<file path="src/core/rmtd_pkg.sv">
// Package with register map, field positions and types of the receive mode and driver control block.
package rmtd_pkg;
   localparam logic [5:0] ADDR_RX_MODE = 6'h13;
   localparam logic [5:0] ADDR_DRV_CTRL = 6'h14;
   localparam logic [5:0] ADDR_ERROR_FLAGS = 6'h06;
   localparam logic [7:0] RST_RX_MODE = 8'h00;
   localparam logic [7:0] RST_DRV_CTRL = 8'h80;
   localparam logic [3:0] CMD_RECEIVE = 4'h8;
   localparam logic [3:0] CMD_TRANSCEIVE = 4'hC;
   localparam logic [3:0] CMD_IDLE = 4'h0;
   localparam int RX_RATE_LSB = 4;
   localparam int RX_IGNORE_BIT = 3;
   localparam int RX_MULTI_BIT = 2;
   localparam int RX_FRAMING_LSB = 0;
   localparam int DC_INV2_ON = 7;
   localparam int DC_INV1_ON = 6;
   localparam int DC_INV2_OFF = 5;
   localparam int DC_INV1_OFF = 4;
   localparam int DC_CW2 = 3;
   localparam int DC_INTERLOCK = 2;
   localparam int DC_EN2 = 1;
   localparam int DC_EN1 = 0;
   localparam logic [2:0] SHORT_FRAME_BITS = 3'h4;
   localparam logic [7:0] RSV_MASK_READ = 8'hFB;

   typedef enum logic [2:0]
   {
      RMTD_RATE_106,
      RMTD_RATE_212,
      RMTD_RATE_424,
      RMTD_RATE_848,
      RMTD_RATE_1696,
      RMTD_RATE_3392,
      RMTD_RATE_RSV6,
      RMTD_RATE_RSV7
   } rmtd_rate_e;

   typedef enum logic [1:0]
   {
      RMTD_FRM_A106,
      RMTD_FRM_ACTIVE,
      RMTD_FRM_PASSIVE_HI,
      RMTD_FRM_B
   } rmtd_framing_e;

   // Register read and write request from the host interface.
   typedef struct packed
   {
      logic wr;
      logic rd;
      logic [5:0] addr;
      logic [7:0] wdata;
   } rmtd_reg_req_s;

   // End-of-stream report from the receive decoder.
   typedef struct packed
   {
      logic done;
      logic valid;
      logic [7:0] nbits;
   } rmtd_rx_end_s;
endpackage

</file>
<file path="src/core/rmtd_err_byte.sv">
// Holding register that presents the error byte appended to the FIFO after a stream.
`timescale 1ns/1ps
`default_nettype none
module rmtd_err_byte
(
   input wire logic sys_clk,
   input wire logic arst_n,
   input wire logic load,
   input wire logic [7:0] err_in,
   output logic push,
   output logic [7:0] data
);
   logic next_push;
   logic [7:0] next_data;

   // Capture the error flags when the stream ends so the FIFO sees a stable copy.
   always_comb
   begin
      next_push = load;
      next_data = load ? err_in : data;
   end

   always_ff @(posedge sys_clk or negedge arst_n)
   begin
      if (!arst_n)
      begin
         push <= 1'b0;
         data <= 8'h00;
      end
      else
      begin
         push <= next_push;
         data <= next_data;
      end
   end
endmodule
`default_nettype wire

</file>
<file path="src/core/rmtd_ctrl.sv">
// Receive mode configuration and antenna driver control registers with receiver sequencing.
// What this block does
// - The three-bit receive rate field selects 106, 212, 424, 848, 1696 or 3392 kbit, codes 110 and 111 reserved.
// - Above 424 kbit the receiver uses the 424 kbit active-mode bit coding.
// - With the ignore bit set, an invalid stream shorter than four bits is dropped and the receiver stays on.
// - With type B framing an invalid stream is only ignored if start of frame required is also set.
// - With multi-frame receive clear, the receiver turns off after one frame.
// - With multi-frame receive set, frames keep coming and receive or transceive do not end on their own.
// - Multi-frame reception ends only on a command other than Receive or Transceive, or on clearing the multi-frame bit.
// - In multi-frame mode each stream not dropped as short ends with one FIFO byte copied from the error flags register.
// - A two-bit field selects the expected framing: type A 106, active, passive 212/424 or type B.
// - Enabled-state inversion bits 7 and 6 invert drivers 2 and 1 while that driver is enabled.
// - Disabled-state inversion bits 5 and 4 invert drivers 2 and 1 while that driver is disabled.
// - Driver 2 continuous-carrier bit 3 sends unmodulated carrier, clear lets it be modulated.
// - With the write-only interlock bit set, writes setting a carrier enable are refused while a field is seen.
// - Carrier enable bits 1 and 0 make drivers 2 and 1 send carrier modulated by transmit data.
// - The driver control register sits at 14h and resets to 80h.
`timescale 1ns/1ps
`default_nettype none
module rmtd_ctrl
(
   input wire logic sys_clk,
   input wire logic arst_n,
   input wire rmtd_pkg::rmtd_reg_req_s reg_req,
   input wire logic cmd_write,
   input wire logic [3:0] cmd_code,
   input wire logic start_of_frame_required,
   input wire logic [7:0] error_flags_register,
   input wire rmtd_pkg::rmtd_rx_end_s rx_end,
   input wire logic ext_field_detected,
   input wire logic carrier,
   input wire logic tx_mod,
   output logic [7:0] reg_rdata,
   output logic rx_active,
   output logic [2:0] rx_rate,
   output logic rx_coding_active424,
   output logic [1:0] rx_framing,
   output logic rx_frame_drop,
   output logic fifo_push,
   output logic [7:0] fifo_data,
   output logic antenna_driver_pin_one,
   output logic antenna_driver_pin_two
);
   logic [7:0] receive_mode_config;
   logic [7:0] antenna_driver_control;
   logic [7:0] next_receive_mode_config;
   logic [7:0] next_antenna_driver_control;
   logic [7:0] next_reg_rdata;
   logic next_rx_active;
   logic next_rx_frame_drop;
   logic [2:0] next_rx_rate;
   logic next_coding;
   logic [1:0] next_rx_framing;
   logic next_pin1;
   logic next_pin2;
   logic multi;
   logic ignore_ok;
   logic short_bad;
   logic err_load;
   logic [7:0] wd;

   assign multi = receive_mode_config[rmtd_pkg::RX_MULTI_BIT];
   assign wd = reg_req.wdata;
   // Type B needs start of frame required before a short bad stream may be ignored.
   assign ignore_ok = receive_mode_config[rmtd_pkg::RX_IGNORE_BIT] &&
      ((receive_mode_config[1:0] != rmtd_pkg::RMTD_FRM_B) || start_of_frame_required);
   assign short_bad = rx_end.done && !rx_end.valid && (rx_end.nbits < {5'h00, rmtd_pkg::SHORT_FRAME_BITS});
   assign err_load = rx_end.done && multi && !(short_bad && ignore_ok) && rx_active;

   // Register writes; the interlock bit of the written byte gates the enable bits of that same write.
   always_comb
   begin
      next_receive_mode_config = receive_mode_config;
      next_antenna_driver_control = antenna_driver_control;
      if (reg_req.wr && reg_req.addr == rmtd_pkg::ADDR_RX_MODE)
      begin
         next_receive_mode_config = wd;
      end
      if (reg_req.wr && reg_req.addr == rmtd_pkg::ADDR_DRV_CTRL)
      begin
         next_antenna_driver_control = wd;
         // A refused write leaves each enable bit as it was rather than forcing it off.
         if (wd[rmtd_pkg::DC_INTERLOCK] && ext_field_detected)
         begin
            if (wd[rmtd_pkg::DC_EN2] && !antenna_driver_control[rmtd_pkg::DC_EN2])
            begin
               next_antenna_driver_control[rmtd_pkg::DC_EN2] = 1'b0;
            end
            if (wd[rmtd_pkg::DC_EN1] && !antenna_driver_control[rmtd_pkg::DC_EN1])
            begin
               next_antenna_driver_control[rmtd_pkg::DC_EN1] = 1'b0;
            end
         end
      end
   end

   always_ff @(posedge sys_clk or negedge arst_n)
   begin
      if (!arst_n)
      begin
         receive_mode_config <= rmtd_pkg::RST_RX_MODE;
         antenna_driver_control <= rmtd_pkg::RST_DRV_CTRL;
      end
      else
      begin
         receive_mode_config <= next_receive_mode_config;
         antenna_driver_control <= next_antenna_driver_control;
      end
   end

   // Receiver on/off sequencing and the configuration it presents to the decoder.
   always_comb
   begin
      next_rx_active = rx_active;
      next_rx_frame_drop = 1'b0;
      next_rx_rate = receive_mode_config[6:4];
      next_coding = (receive_mode_config[6:4] > rmtd_pkg::RMTD_RATE_424) &&
         (receive_mode_config[6:4] <= rmtd_pkg::RMTD_RATE_3392);
      next_rx_framing = receive_mode_config[1:0];
      if (rx_active && rx_end.done)
      begin
         if (short_bad && ignore_ok)
         begin
            next_rx_frame_drop = 1'b1;
         end
         else if (!multi)
         begin
            next_rx_active = 1'b0;
         end
      end
      if (rx_active && multi && reg_req.wr && reg_req.addr == rmtd_pkg::ADDR_RX_MODE && !wd[rmtd_pkg::RX_MULTI_BIT])
      begin
         next_rx_active = 1'b0;
      end
      if (cmd_write)
      begin
         // Any other command stops reception; multi mode never ends by itself.
         next_rx_active = (cmd_code == rmtd_pkg::CMD_RECEIVE) || (cmd_code == rmtd_pkg::CMD_TRANSCEIVE);
      end
   end

   always_ff @(posedge sys_clk or negedge arst_n)
   begin
      if (!arst_n)
      begin
         rx_active <= 1'b0;
         rx_frame_drop <= 1'b0;
         rx_rate <= 3'h0;
         rx_coding_active424 <= 1'b0;
         rx_framing <= 2'h0;
      end
      else
      begin
         rx_active <= next_rx_active;
         rx_frame_drop <= next_rx_frame_drop;
         rx_rate <= next_rx_rate;
         rx_coding_active424 <= next_coding;
         rx_framing <= next_rx_framing;
      end
   end

   // Driver pin levels; outputs are registered so pins lag the carrier by one clock.
   always_comb
   begin
      logic en1;
      logic en2;
      logic base1;
      logic base2;
      en1 = antenna_driver_control[rmtd_pkg::DC_EN1];
      en2 = antenna_driver_control[rmtd_pkg::DC_EN2];
      base1 = en1 && carrier && tx_mod;
      base2 = en2 && carrier && (tx_mod || antenna_driver_control[rmtd_pkg::DC_CW2]);
      next_pin1 = base1 ^ (en1 ? antenna_driver_control[rmtd_pkg::DC_INV1_ON]
         : antenna_driver_control[rmtd_pkg::DC_INV1_OFF]);
      next_pin2 = base2 ^ (en2 ? antenna_driver_control[rmtd_pkg::DC_INV2_ON]
         : antenna_driver_control[rmtd_pkg::DC_INV2_OFF]);
      next_reg_rdata = 8'h00;
      if (reg_req.addr == rmtd_pkg::ADDR_RX_MODE)
      begin
         next_reg_rdata = receive_mode_config;
      end
      else if (reg_req.addr == rmtd_pkg::ADDR_DRV_CTRL)
      begin
         next_reg_rdata = antenna_driver_control & rmtd_pkg::RSV_MASK_READ;
      end
   end

   always_ff @(posedge sys_clk or negedge arst_n)
   begin
      if (!arst_n)
      begin
         // Driver 2 is disabled at reset with its disabled-state inversion clear, so the pin idles low.
         antenna_driver_pin_one <= 1'b0;
         antenna_driver_pin_two <= 1'b0;
         reg_rdata <= 8'h00;
      end
      else
      begin
         antenna_driver_pin_one <= next_pin1;
         antenna_driver_pin_two <= next_pin2;
         reg_rdata <= next_reg_rdata;
      end
   end

   // Error byte holder for multi-frame reception.
   rmtd_err_byte u_err
   (
      .sys_clk(sys_clk),
      .arst_n(arst_n),
      .load(err_load),
      .err_in(error_flags_register),
      .push(fifo_push),
      .data(fifo_data)
   );
endmodule
`default_nettype wire

</file>
<file path="config.mk">
export PLATFORM = sky130hd
export DESIGN_NAME = rmtd_ctrl
export DESIGN_NICKNAME = d
export VERILOG_FILES = /design/src/core/rmtd_pkg.sv /design/src/core/rmtd_err_byte.sv /design/src/core/rmtd_ctrl.sv
export SDC_FILE = /design/constraint.sdc
export NUM_CORES = 1
export LEC_CHECK = 0
export ABC_AREA = 1
export BUFFER_PORTS_ARGS = -buffer_cell sky130_fd_sc_hd__buf_4
export CAP_MARGIN = 30
export CORE_MARGIN = 2
export CORE_UTILIZATION = 42
export DETAILED_ROUTE_END_ITERATION = 10
export PLACE_DENSITY = 0.74
export RECOVER_POWER = 25
export SKIP_CTS_REPAIR_TIMING = 1
export SLEW_MARGIN = 10
export SYNTH_ARGS = -nofsm -noshare
export SYNTH_HDL_FRONTEND = slang
export SYNTH_HIERARCHICAL = 1
export SYNTH_SLANG_ARGS = --single-unit
</file>
<file path="constraint.sdc">
create_clock -name sys_clk -period 1.25 [get_ports sys_clk]
set_input_delay 0.125 -clock sys_clk [delete_from_list [all_inputs] [get_ports sys_clk]]
set_output_delay 0.125 -clock sys_clk [all_outputs]
set_load 0.01 [all_outputs]
</file>
==> results of run 1 <==
## per-layer routing
layer	GRT usage [%]	vias to the layer above	wire (microns)
li1	-	734	-
met3	5.500	4	375
met5	0	-	0
met4	7.653	0	34
met1	22.95	699	1607
met2	28.43	60	1868
## metrics by stage
step	total power (uW)	util, %	cell area, sq um
global route	3615	63.00	2484
detailed placement	2362	58.58	2310
CTS	3430	61.38	2420
finish	3420	63.00	2484
global placement	2341	58.58	2310
floorplan	1939	-	1707
## final cells by class
class,instances,area (sq um)
fill,340,1459
sequential,42,1052
timing repair buffer,81,614.3
multi-input combinational,120,578.1
clock buffer,6,72.57
inverter,17,66.31
tap,50,62.56
clock inverter,2,37.54
## flip-flops by register name (all words and copies together), names as in the netlist
name                    cells
rx_active                   1
antenna_driver_pin_two      1
rx_rate                     3
rx_coding_active424         1
reg_rdata                   8
receive_mode_config         8
rx_frame_drop               1
rx_framing                  2
antenna_driver_control      7
antenna_driver_pin_one      1
u_err/data                  8
u_err/push                  1
## critical path, stage by stage, from the launching register on
cell                      delay (ps)
sky130_fd_sc_hd__dfrtp_1         350
sky130_fd_sc_hd__nand2_1          50
sky130_fd_sc_hd__nor2_1           80
sky130_fd_sc_hd__nor2_1           50
sky130_fd_sc_hd__nand2_1          90
sky130_fd_sc_hd__nand2_2          70
sky130_fd_sc_hd__nor2_4          220
sky130_fd_sc_hd__inv_4            80
sky130_fd_sc_hd__nand2_1          80
sky130_fd_sc_hd__nand2_1          50
## layout by cell type, fill, tap and decap left out, types with 2 or more instances in the layout
| master | synthesis | routed |
|---|---|---|
| sky130_fd_sc_hd__buf_4 | 0 | 78 |
| sky130_fd_sc_hd__nand2_2 | 2 | 3 |
| sky130_fd_sc_hd__nor2_4 | 4 | 5 |
| sky130_fd_sc_hd__o21ai_2 | 6 | 6 |
| sky130_fd_sc_hd__o21ai_0 | 14 | 14 |
| sky130_fd_sc_hd__inv_1 | 14 | 14 |
| sky130_fd_sc_hd__inv_2 | 3 | 2 |
| sky130_fd_sc_hd__nand3_1 | 9 | 9 |
| sky130_fd_sc_hd__nor2_1 | 15 | 14 |
| sky130_fd_sc_hd__xor2_1 | 2 | 2 |
| sky130_fd_sc_hd__dfrtp_1 | 41 | 41 |
| sky130_fd_sc_hd__clkbuf_8 | 0 | 5 |
| sky130_fd_sc_hd__nand2_1 | 64 | 63 |
## power by group
part / internal, uW / switching, uW / total [uW] / leakage (uW)
Sequential: 1560 / 116 / 1670 / 0.000535
Combinational: 375 / 320 / 695 / 0.000729
Clock: 596 / 458 / 1050 / 0.0000514
Total: 2530 / 894 / 3420 / 0.00132
## cell families (layout without fill, tap and decap cells)
kind of cell	after synthesis	count (layout)	synth area share, %
buffers and inverters	19	106	5.058
XOR/XNOR	2	2	1.027
multiplexers	1	1	0.5865
AND/OR/NAND/NOR	95	95	23.75
flip-flops	42	42	61.66
AO/OA/AOI/OAI	22	22	7.918
## worst max-delay path by stage
stage                    end  slack, ps  cells after the start
2_1_floorplan  u_err/data[0]         80                     10
4_1_cts        u_err/data[0]       -320                      9
3_5_place_dp   u_err/data[0]       -300                      9
3_3_place_gp   u_err/data[3]       -210                      9
5_1_grt        u_err/data[0]        -80                      9
6_report       u_err/data[0]         10                      9
==> summary.json, run 1 <==
{
  "drt-total-wl_mm": 3.886,
  "tightest_slew_ps": 511.8,
  "ys_ff_latch": 42,
  "synth-main-ff-cell": "sky130_fd_sc_hd__dfrtp_1",
  "num_antenna_cells": 0,
  "min-delay-start": "error_flags_register[6]",
  "min_delay_path_depth": 3,
  "fp.dieW_microns": 67.75,
  "pre_antenna_drt_iters": 4,
  "avgSynthCellArea_sq_um": 9.429,
  "initial_utilization_pct": 43.29,
  "gpl.final_weighted_congestion": 0.8401,
  "height_of_the_die_microns": 67.75,
  "slew_limit_headroom_pct": 65.88,
  "cts.reportedPaths.clkPinSlew_ps": 80,
  "reg2reg_depth": 9,
  "timing_worst_setup_path_type": "register to register",
  "leakagePower_uw": 0.001316,
  "reg2reg_start": "receive_mode_config[1]",
  "sequential_cell_area_fraction_in_the_yosys_report_pct": 61.66,
  "rsz0062_at_grt": "true",
  "synth.distinct_cells": 17,
  "final.setup_skew_ps": 6.449,
  "synthCells": 181,
  "layoutNonFillerInstCount": 318,
  "remaining_design_rule_violation_count": 0,
  "postRouteAntennaNets": 0,
  "drt-vias-per-instance": 4.708,
  "grt_max_degree": 43,
  "cp_data_required_time_ps": 1440,
  "grt_antenna_before_repair": 0,
  "synth_async_sr_flop_share_pct": 100.0,
  "synthTopCellsByArea": "sky130_fd_sc_hd__dfrtp_1 (60%), sky130_fd_sc_hd__nand2_1 (14%), sky130_fd_sc_hd__o21ai_0 (4.1%)",
  "yosys_warnings": 6,
  "status": "finished clean",
  "worst_hold_slack_ps": 28.16,
  "final_net_count": 312,
  "count_of_flip_flops_with_a_built_in_enable_after_synthesis": 0,
  "via_count": 1497,
  "syn2layout_area_growth_pct": 45.53,
  "design.portCount": 72,
  "arrival_ps": 1430,
  "drt-initial-drc-count": 59,
  "timing.critical_path.from": "receive_mode_config[1]",
  "minimum_setup_slack_in_the_final_design_ps": 14.05,
  "post_route_cells_drive_above_1_share_pct": 39.18,
  "cts_tree": "done",
  "routedWlPerCell_microns": 12.22,
  "max-vdd-ir-drop_v": 0.0008385,
  "timing.critical_path.to_type": "register",
  "netlist.top_cell.by_area": "sky130_fd_sc_hd__dfrtp_1",
  "start_kind": "register",
  "tns_ps": 0,
  "finalCritPeriodShare_pct": 98.88,
  "die_area_sq_mm": 0.004589,
  "place_ws_ps": -304.0,
  "hold_end": "u_err/data[6]",
  "synth_largest_type_area_fraction_pct": 60.12,
  "critical_path.max_fanout": 8,
  "core_area_sq_mm": 0.003943,
  "dp.final_hpwl_mm": 2.882,
  "number_of_cts_inserted_buffers": 5,
  "io_buffers": 67,
  "first_pass_grt_wire_length_mm": 5.968,
  "cts.sinks": 42,
  "ff_to_ff_end": "u_err/data[0]",
  "max_cap_violations": 0,
  "netlist_area_sq_mm": 0.001707,
  "cts_max_level": 2,
  "syn-num-nets": 226,
  "clk_buf_depth": 2,
  "timing.final.hold_violations": 0,
  "maximum_clock_rate_mhz": 809.1,
  "gr_ovfl_total": 0,
  "clock_latency_ps": 290,
  "globalRouteTotalUtil_pct": 18.04,
  "post-synth-top-count-cell": "sky130_fd_sc_hd__nand2_1",
  "clockRootBuffer": "sky130_fd_sc_hd__clkbuf_8",
  "placed_cell_count": 304,
  "cellPowerDensity_mw_per_mm2": 1377,
  "hold_path_class": "input port to register",
  "first_global_vias": 1360,
  "placement_rows": 23,
  "reg2reg_slack_ps": 10,
  "fin_crit_ps": 1236,
  "report.final.slew_viol_count": 0,
  "setup-violations-final": 0,
  "synth_commonest_cells": "sky130_fd_sc_hd__nand2_1 (64), sky130_fd_sc_hd__dfrtp_1 (41), sky130_fd_sc_hd__nor2_1 (15)"
}
No activity file was read; power rests on OpenSTA's default activity.
==> run 2: changes to the inputs <==
--- a/config.mk
+++ b/config.mk
@@ -17,5 +17,4 @@
 export SLEW_MARGIN = 10
 export SYNTH_ARGS = -nofsm -noshare
 export SYNTH_HDL_FRONTEND = slang
-export SYNTH_HIERARCHICAL = 1
 export SYNTH_SLANG_ARGS = --single-unit
==> run 2 against run 1 <==
Net effect: clock-buffer cell count stayed put; cell area is 0.91% lower; non-clock buffer count is 4 lower; hold slack better by 1.7 ps; fmax is 0.13% higher; register-to-register slack hardly changed; wire length is 5.4% lower; clock skew is 0.54 ps lower; die area is 0.49% lower; total power is 0.56% lower; global-route usage is 0.41 points lower; largest cell class unchanged.
==> summary.json, run 2 <==
{
  "syn-num-nets": 225,
  "final_net_count": 309,
  "synthCells": 180,
  "post_route_cells_drive_above_1_share_pct": 38.26,
  "ys_ff_latch": 42,
  "synth_commonest_cells": "sky130_fd_sc_hd__nand2_1 (63), sky130_fd_sc_hd__dfrtp_1 (41), sky130_fd_sc_hd__nor2_1 (15)",
  "drt-total-wl_mm": 3.676,
  "synth-main-ff-cell": "sky130_fd_sc_hd__dfrtp_1",
  "pre_antenna_drt_iters": 4,
  "syn2layout_area_growth_pct": 44.95,
  "clockRootBuffer": "sky130_fd_sc_hd__clkbuf_8",
  "slew_limit_headroom_pct": 65.72,
  "routedWlPerCell_microns": 11.71,
  "reg2reg_slack_ps": 20,
  "first_global_vias": 1292,
  "netlist.top_cell.by_area": "sky130_fd_sc_hd__dfrtp_1",
  "arrival_ps": 1410,
  "post-synth-top-count-cell": "sky130_fd_sc_hd__nand2_1",
  "min_delay_path_depth": 3,
  "io_buffers": 67,
  "cts.reportedPaths.clkPinSlew_ps": 80,
  "leakagePower_uw": 0.001295,
  "layoutNonFillerInstCount": 314,
  "critical_path.cell_chain": "nand2_1, nor2_1, nor2_1, nand2_1, nand2_4, clkinvlp_4, nand2_1, nand2_1",
  "cts_max_level": 2,
  "layout.cells.most_common_list": "sky130_fd_sc_hd__buf_4 (76), sky130_fd_sc_hd__nand2_1 (62), sky130_fd_sc_hd__dfrtp_1 (41)",
  "top_regs": "receive_mode_config x8, reg_rdata x8, u_err.data x8",
  "mostFrequentLayoutCell": "sky130_fd_sc_hd__buf_4",
  "drt-vias-per-instance": 4.561,
  "critical_path.max_fanout": 5,
  "sequential_cell_area_fraction_in_the_yosys_report_pct": 61.97,
  "synthTopCellsByArea": "sky130_fd_sc_hd__dfrtp_1 (60%), sky130_fd_sc_hd__nand2_1 (14%), sky130_fd_sc_hd__o21ai_0 (4.1%)",
  "final.setup_skew_ps": 5.906,
  "number_of_cts_inserted_buffers": 5,
  "cellPowerDensity_mw_per_mm2": 1382,
  "timing.critical_path.mode_cell": "sky130_fd_sc_hd__nand2_1",
  "finalCritPeriodShare_pct": 98.74,
  "grt_antenna_before_repair": 0,
  "remaining_design_rule_violation_count": 0,
  "cp_max_stage_delay_ps": 390,
  "reg2reg_depth": 8,
  "height_of_the_die_microns": 67.58,
  "synth_largest_type_area_fraction_pct": 60.43,
  "maximum_clock_rate_mhz": 810.2,
  "first_pass_grt_wire_length_mm": 5.858,
  "clock_latency_ps": 280,
  "gr_ovfl_total": 0,
  "max-vdd-ir-drop_v": 0.0007226,
  "report.final.slew_viol_count": 0,
  "worst_hold_slack_ps": 29.87,
  "count_of_flip_flops_with_a_built_in_enable_after_synthesis": 0,
  "gpl.final_weighted_congestion": 0.7437,
  "cts_tree": "done",
  "fin_crit_ps": 1234,
  "timing.critical_path.to_type": "register",
  "grt_max_degree": 43,
  "min-delay-start": "error_flags_register[1]",
  "tightest_slew_ps": 514.1,
  "start_kind": "register",
  "synth.distinct_cells": 18,
  "hold_path_class": "input port to register",
  "timing_worst_setup_path_type": "register to register",
  "reg2reg_start": "receive_mode_config[1]",
  "crit_path_top_delay_cell": "sky130_fd_sc_hd__dfrtp_1",
  "globalRouteTotalUtil_pct": 17.63,
  "dp.final_hpwl_mm": 2.752,
  "status": "finished clean",
  "fp.dieW_microns": 67.58,
  "ff_to_ff_end": "u_err.data[7]",
  "placement_rows": 23,
  "max_cap_violations": 0,
  "via_count": 1432,
  "cts.sinks": 42,
  "timing.final.hold_violations": 0,
  "rsz0062_at_grt": "true",
  "postRouteAntennaNets": 0,
  "initial_utilization_pct": 43.07,
  "synth_async_sr_flop_share_pct": 100.0,
  "avgSynthCellArea_sq_um": 9.433,
  "num_antenna_cells": 0,
  "design.portCount": 72,
  "netlist_area_sq_mm": 0.001698,
  "hold_end": "u_err.data[1]",
  "clk_buf_depth": 2,
  "core_area_sq_mm": 0.003943,
  "cp_data_required_time_ps": 1430,
  "yosys_warnings": 0,
  "placed_cell_count": 304,
  "die_area_sq_mm": 0.004567,
  "drt-initial-drc-count": 95,
  "setup-violations-final": 0
}
==> run 2: layout make-up <==
cell class | count | area (sq um)
flip-flops and latches | 42 | 1052
well taps | 50 | 62.56
multi-input cells | 120 | 578.1
repair buffers | 77 | 580.6
inverters | 17 | 67.56
repair inverters | 1 | 7.507
fillers | 326 | 1481
clock inverters | 1 | 30.03
clock buffers | 6 | 82.58
==> run 2: cells by family after synthesis <==
family | count (synthesis) | synth area share (%)
AO/OA/AOI/OAI | 22 | 7.959
XOR/XNOR | 2 | 1.032
buffers and inverters | 18 | 4.421
flip-flops | 42 | 61.97
multiplexers | 1 | 0.5896
AND/OR/NAND/NOR | 95 | 24.02
==> run 2: how the worst max path moves through the flow <==
| stage | startpoint | endpoint | slack (ps) | depth (start not counted) |
|---|---|---|---|---|
| 2_1_floorplan | receive_mode_config[0] | u_err.data[0] | 60 | 8 |
| 4_1_cts | receive_mode_config[1] | u_err.data[2] | -60 | 8 |
| 3_5_place_dp | receive_mode_config[0] | u_err.data[2] | -40 | 8 |
| 3_3_place_gp | receive_mode_config[0] | u_err.data[7] | 20 | 8 |
| 6_report | receive_mode_config[1] | u_err.data[7] | 20 | 8 |
| 5_1_grt | receive_mode_config[1] | u_err.data[7] | -90 | 8 |
==> run 2: critical path, delay by kind of cell, from the launching register on <==
kind	cells	cell delay (ps)
buf+inv	1	130
flops	1	390
simple gates	7	610
==> run 2: where the power goes <==
| group | switching (uW) | total (uW) | internal, uW |
|---|---|---|---|
| Sequential | 116 | 1670 | 1550 |
| Clock | 433 | 1070 | 639 |
| Combinational | 305 | 659 | 354 |
| Total | 854 | 3400 | 2550 |
==> run 2: metrics by stage <==
step	total power, uW	TNS (ps)	worst slack [ps]	utilization [%]	area [sq um]
2_1_floorplan	1939	0	61.72	-	1698
3_3_place_gp	2328	0	18.64	58.65	2312
3_5_place_dp	2350	-158.6	-38.29	58.65	2312
4_1_cts	3421	-309.2	-62.30	61.50	2425
5_1_grt	3587	-544.7	-91.81	62.42	2461
6_report	3401	0	15.70	62.42	2461
==> run 2: per-layer routing <==
metal / track usage, % / vias up / part of all wire [%]
met5: 0 / - / 0
met4: 6.888 / 0 / 0.73
met3: 4.500 / 2 / 4.1
met2: 27.94 / 30 / 52
met1: 23.11 / 671 / 43
li1: - / 729 / -
==> run 3: changes to the inputs <==
--- a/config.mk
+++ b/config.mk
@@ -8,7 +8,7 @@
 export ABC_AREA = 1
 export BUFFER_PORTS_ARGS = -buffer_cell sky130_fd_sc_hd__buf_4
 export CAP_MARGIN = 30
-export CORE_MARGIN = 2
+export CORE_MARGIN = 3
 export CORE_UTILIZATION = 42
 export DETAILED_ROUTE_END_ITERATION = 10
 export PLACE_DENSITY = 0.74
==> run 3 against run 2 <==
Net effect: die area rose by 6.0%; global-route usage fell by 2.0 points; flip-flop and latch count did not move; total power fell by 8.8%; critical endpoint is now u_err.data[1]; largest cell class unchanged.
==> summary.json, run 3 (same netlist as run 2, synthesis figures left out) <==
{
  "clock_power_share_pct": 25.5,
  "slew_limit_headroom_pct": 63.13,
  "clockRootBuffer": "sky130_fd_sc_hd__clkbuf_8",
  "syn2layout_area_growth_pct": 41.41,
  "timing.critical_path.to_type": "register",
  "max_cap_violations": 0,
  "io_buffers": 67,
  "final_net_count": 308,
  "pre_antenna_drt_iters": 4,
  "cts_max_level": 2,
  "fp.dieW_microns": 69.58,
  "max-vdd-ir-drop_v": 0.0006157,
  "mostFrequentLayoutCell": "sky130_fd_sc_hd__buf_4",
  "number_of_cts_inserted_buffers": 5,
  "setup-violations-final": 0,
  "final.setup_skew_ps": 3.253,
  "layoutNonFillerInstCount": 311,
  "postRouteAntennaNets": 0,
  "swShare_pct": 26.73,
  "hold_path_class": "input port to register",
  "drt-vias-per-instance": 4.479,
  "timing.final.hold_violations": 0,
  "timing.critical_path.mode_cell": "sky130_fd_sc_hd__nand2_1",
  "cellPowerDensity_mw_per_mm2": 1292,
  "crit_path_top_delay_cell": "sky130_fd_sc_hd__dfrtp_1",
  "placed_cell_count": 302,
  "num_antenna_cells": 0,
  "drt-initial-drc-count": 57,
  "clock_latency_ps": 280,
  "core_area_sq_mm": 0.003771,
  "initial_utilization_pct": 45.02,
  "tightest_slew_ps": 553.1,
  "cts_tree": "done",
  "stdcell_area_sq_mm": 0.002401,
  "height_of_the_die_microns": 69.58,
  "switching_power_uw": 829.0,
  "placement_rows": 22,
  "die_area_sq_mm": 0.004841,
  "gr_ovfl_total": 0,
  "dp.final_hpwl_mm": 2.794,
  "routedWlPerCell_microns": 11.96,
  "final_core_density_pct": 63.67,
  "reg2reg_slack_ps": 20,
  "grt_max_degree": 43,
  "min_delay_path_depth": 3,
  "tns_ps": 0,
  "status": "finished clean",
  "first_pass_grt_wire_length_mm": 6.058,
  "top_regs": "receive_mode_config x8, reg_rdata x8, u_err.data x8",
  "report.final.slew_viol_count": 0,
  "finalCritPeriodShare_pct": 98.00,
  "cp_data_required_time_ps": 1430,
  "remaining_design_rule_violation_count": 0,
  "timing.critical_path.from": "receive_mode_config[0]",
  "via_count": 1393,
  "worst_hold_slack_ps": 31.93,
  "drt-total-wl_mm": 3.720,
  "leakagePower_uw": 0.001274,
  "power_frac_comb_pct": 20.8,
  "post_route_cells_drive_above_1_share_pct": 36.50,
  "place_area_sq_mm": 0.002310,
  "maximum_clock_rate_mhz": 816.3,
  "globalRouteTotalUtil_pct": 15.68,
  "clk_buf_depth": 2,
  "grt_antenna_before_repair": 0,
  "fillers": 333,
  "start_kind": "register",
  "critical_path.cell_chain": "nand2_1, nor2_1, nor2_1, nand2_2, nand2_4, clkinvlp_4, nand2_1, nand2_1",
  "cell_internal_pwr_uw": 2273,
  "design.portCount": 72,
  "rsz0062_at_grt": "true",
  "gpl.final_weighted_congestion": 0.7650,
  "critical_path.max_fanout": 5,
  "timing_worst_setup_path_type": "register to register",
  "layout.cells.most_common_list": "sky130_fd_sc_hd__buf_4 (73), sky130_fd_sc_hd__nand2_1 (64), sky130_fd_sc_hd__dfrtp_1 (41)",
  "fin_crit_ps": 1225,
  "arrival_ps": 1400,
  "cp_max_stage_delay_ps": 380,
  "cts.reportedPaths.clkPinSlew_ps": 70,
  "reg2reg_depth": 8,
  "min-delay-start": "error_flags_register[6]",
  "reg2reg_start": "receive_mode_config[0]",
  "cts.sinks": 42,
  "sequential_cell_fraction_of_total_power_pct": 53.7,
  "first_global_vias": 1312
}
[run 3: changes by cell type in the layout (fill, tap and decap cells not counted)]
cell,delta
sky130_fd_sc_hd__buf_4,-3
sky130_fd_sc_hd__clkbuf_4,+2
sky130_fd_sc_hd__clkinv_2,+2
sky130_fd_sc_hd__nand2_1,+2
sky130_fd_sc_hd__nand2_2,-2
sky130_fd_sc_hd__bufinv_16,-1
sky130_fd_sc_hd__clkbuf_8,-1
sky130_fd_sc_hd__nor2_1,+1
sky130_fd_sc_hd__nor2_4,-1
sky130_fd_sc_hd__o21ai_0,+1
sky130_fd_sc_hd__o21ai_2,-1
[run 3: layer usage]
| layer | global-route usage [%] | part of all wire, % | vias up | routed length (microns) |
|---|---|---|---|---|
| met5 | 0 | 0 | - | 0 |
| met4 | 4.555 | 0.83 | 0 | 31 |
| met3 | 5.072 | 5.8 | 2 | 214 |
| met2 | 25.00 | 50 | 38 | 1872 |
| met1 | 20.43 | 43 | 629 | 1602 |
| li1 | - | - | 724 | - |
[run 3: path summary, 6_finish.rpt]
kind | end
setup reg to reg | u_err.data[1]
min in group asynchronous | u_err.data[0]
setup / recovery | u_err.data[1]
hold reg to reg | rx_rate[2]
hold / removal | u_err.data[6]
max in group asynchronous | antenna_driver_control[7]
[run 3: critical path, delay by kind of cell, from the launching register on]
kind | cells | cell delay (ps)
simple gates | 7 | 600
flops | 1 | 380
buf+inv | 1 | 140
[run 3: area by class of cell]
type	instances	area, sq um	share of cell area [%]
Clock inverter	2	10.01	0.4169
Clock buffer	5	68.82	2.866
Timing Repair inverter	1	7.507	0.3127
Timing Repair Buffer	76	573.1	23.87
Multi-Input combinational cell	120	561.8	23.40
Sequential cell	42	1052	43.82
Tap cell	48	60.06	2.501
Inverter	17	67.56	2.814
[run 3: power groups by stage]
stage                     registers [uW]  clock network (uW)  logic [uW]
final                               1670                 791         645
after global routing                1690                 865         720
after CTS                           1670                 810         655
after detailed placement            1690                   0         654
after global placement              1690                   0         641
after floorplan                     1740                   0         199
[run 3: metrics by stage]
stage | power [uW] | worst slack (ps)
after floorplan | 1939 | 61.72
after global placement | 2327 | 13.53
after detailed placement | 2347 | -60.55
after CTS | 3133 | -81.51
after global routing | 3276 | -112.6
final | 3102 | 24.98
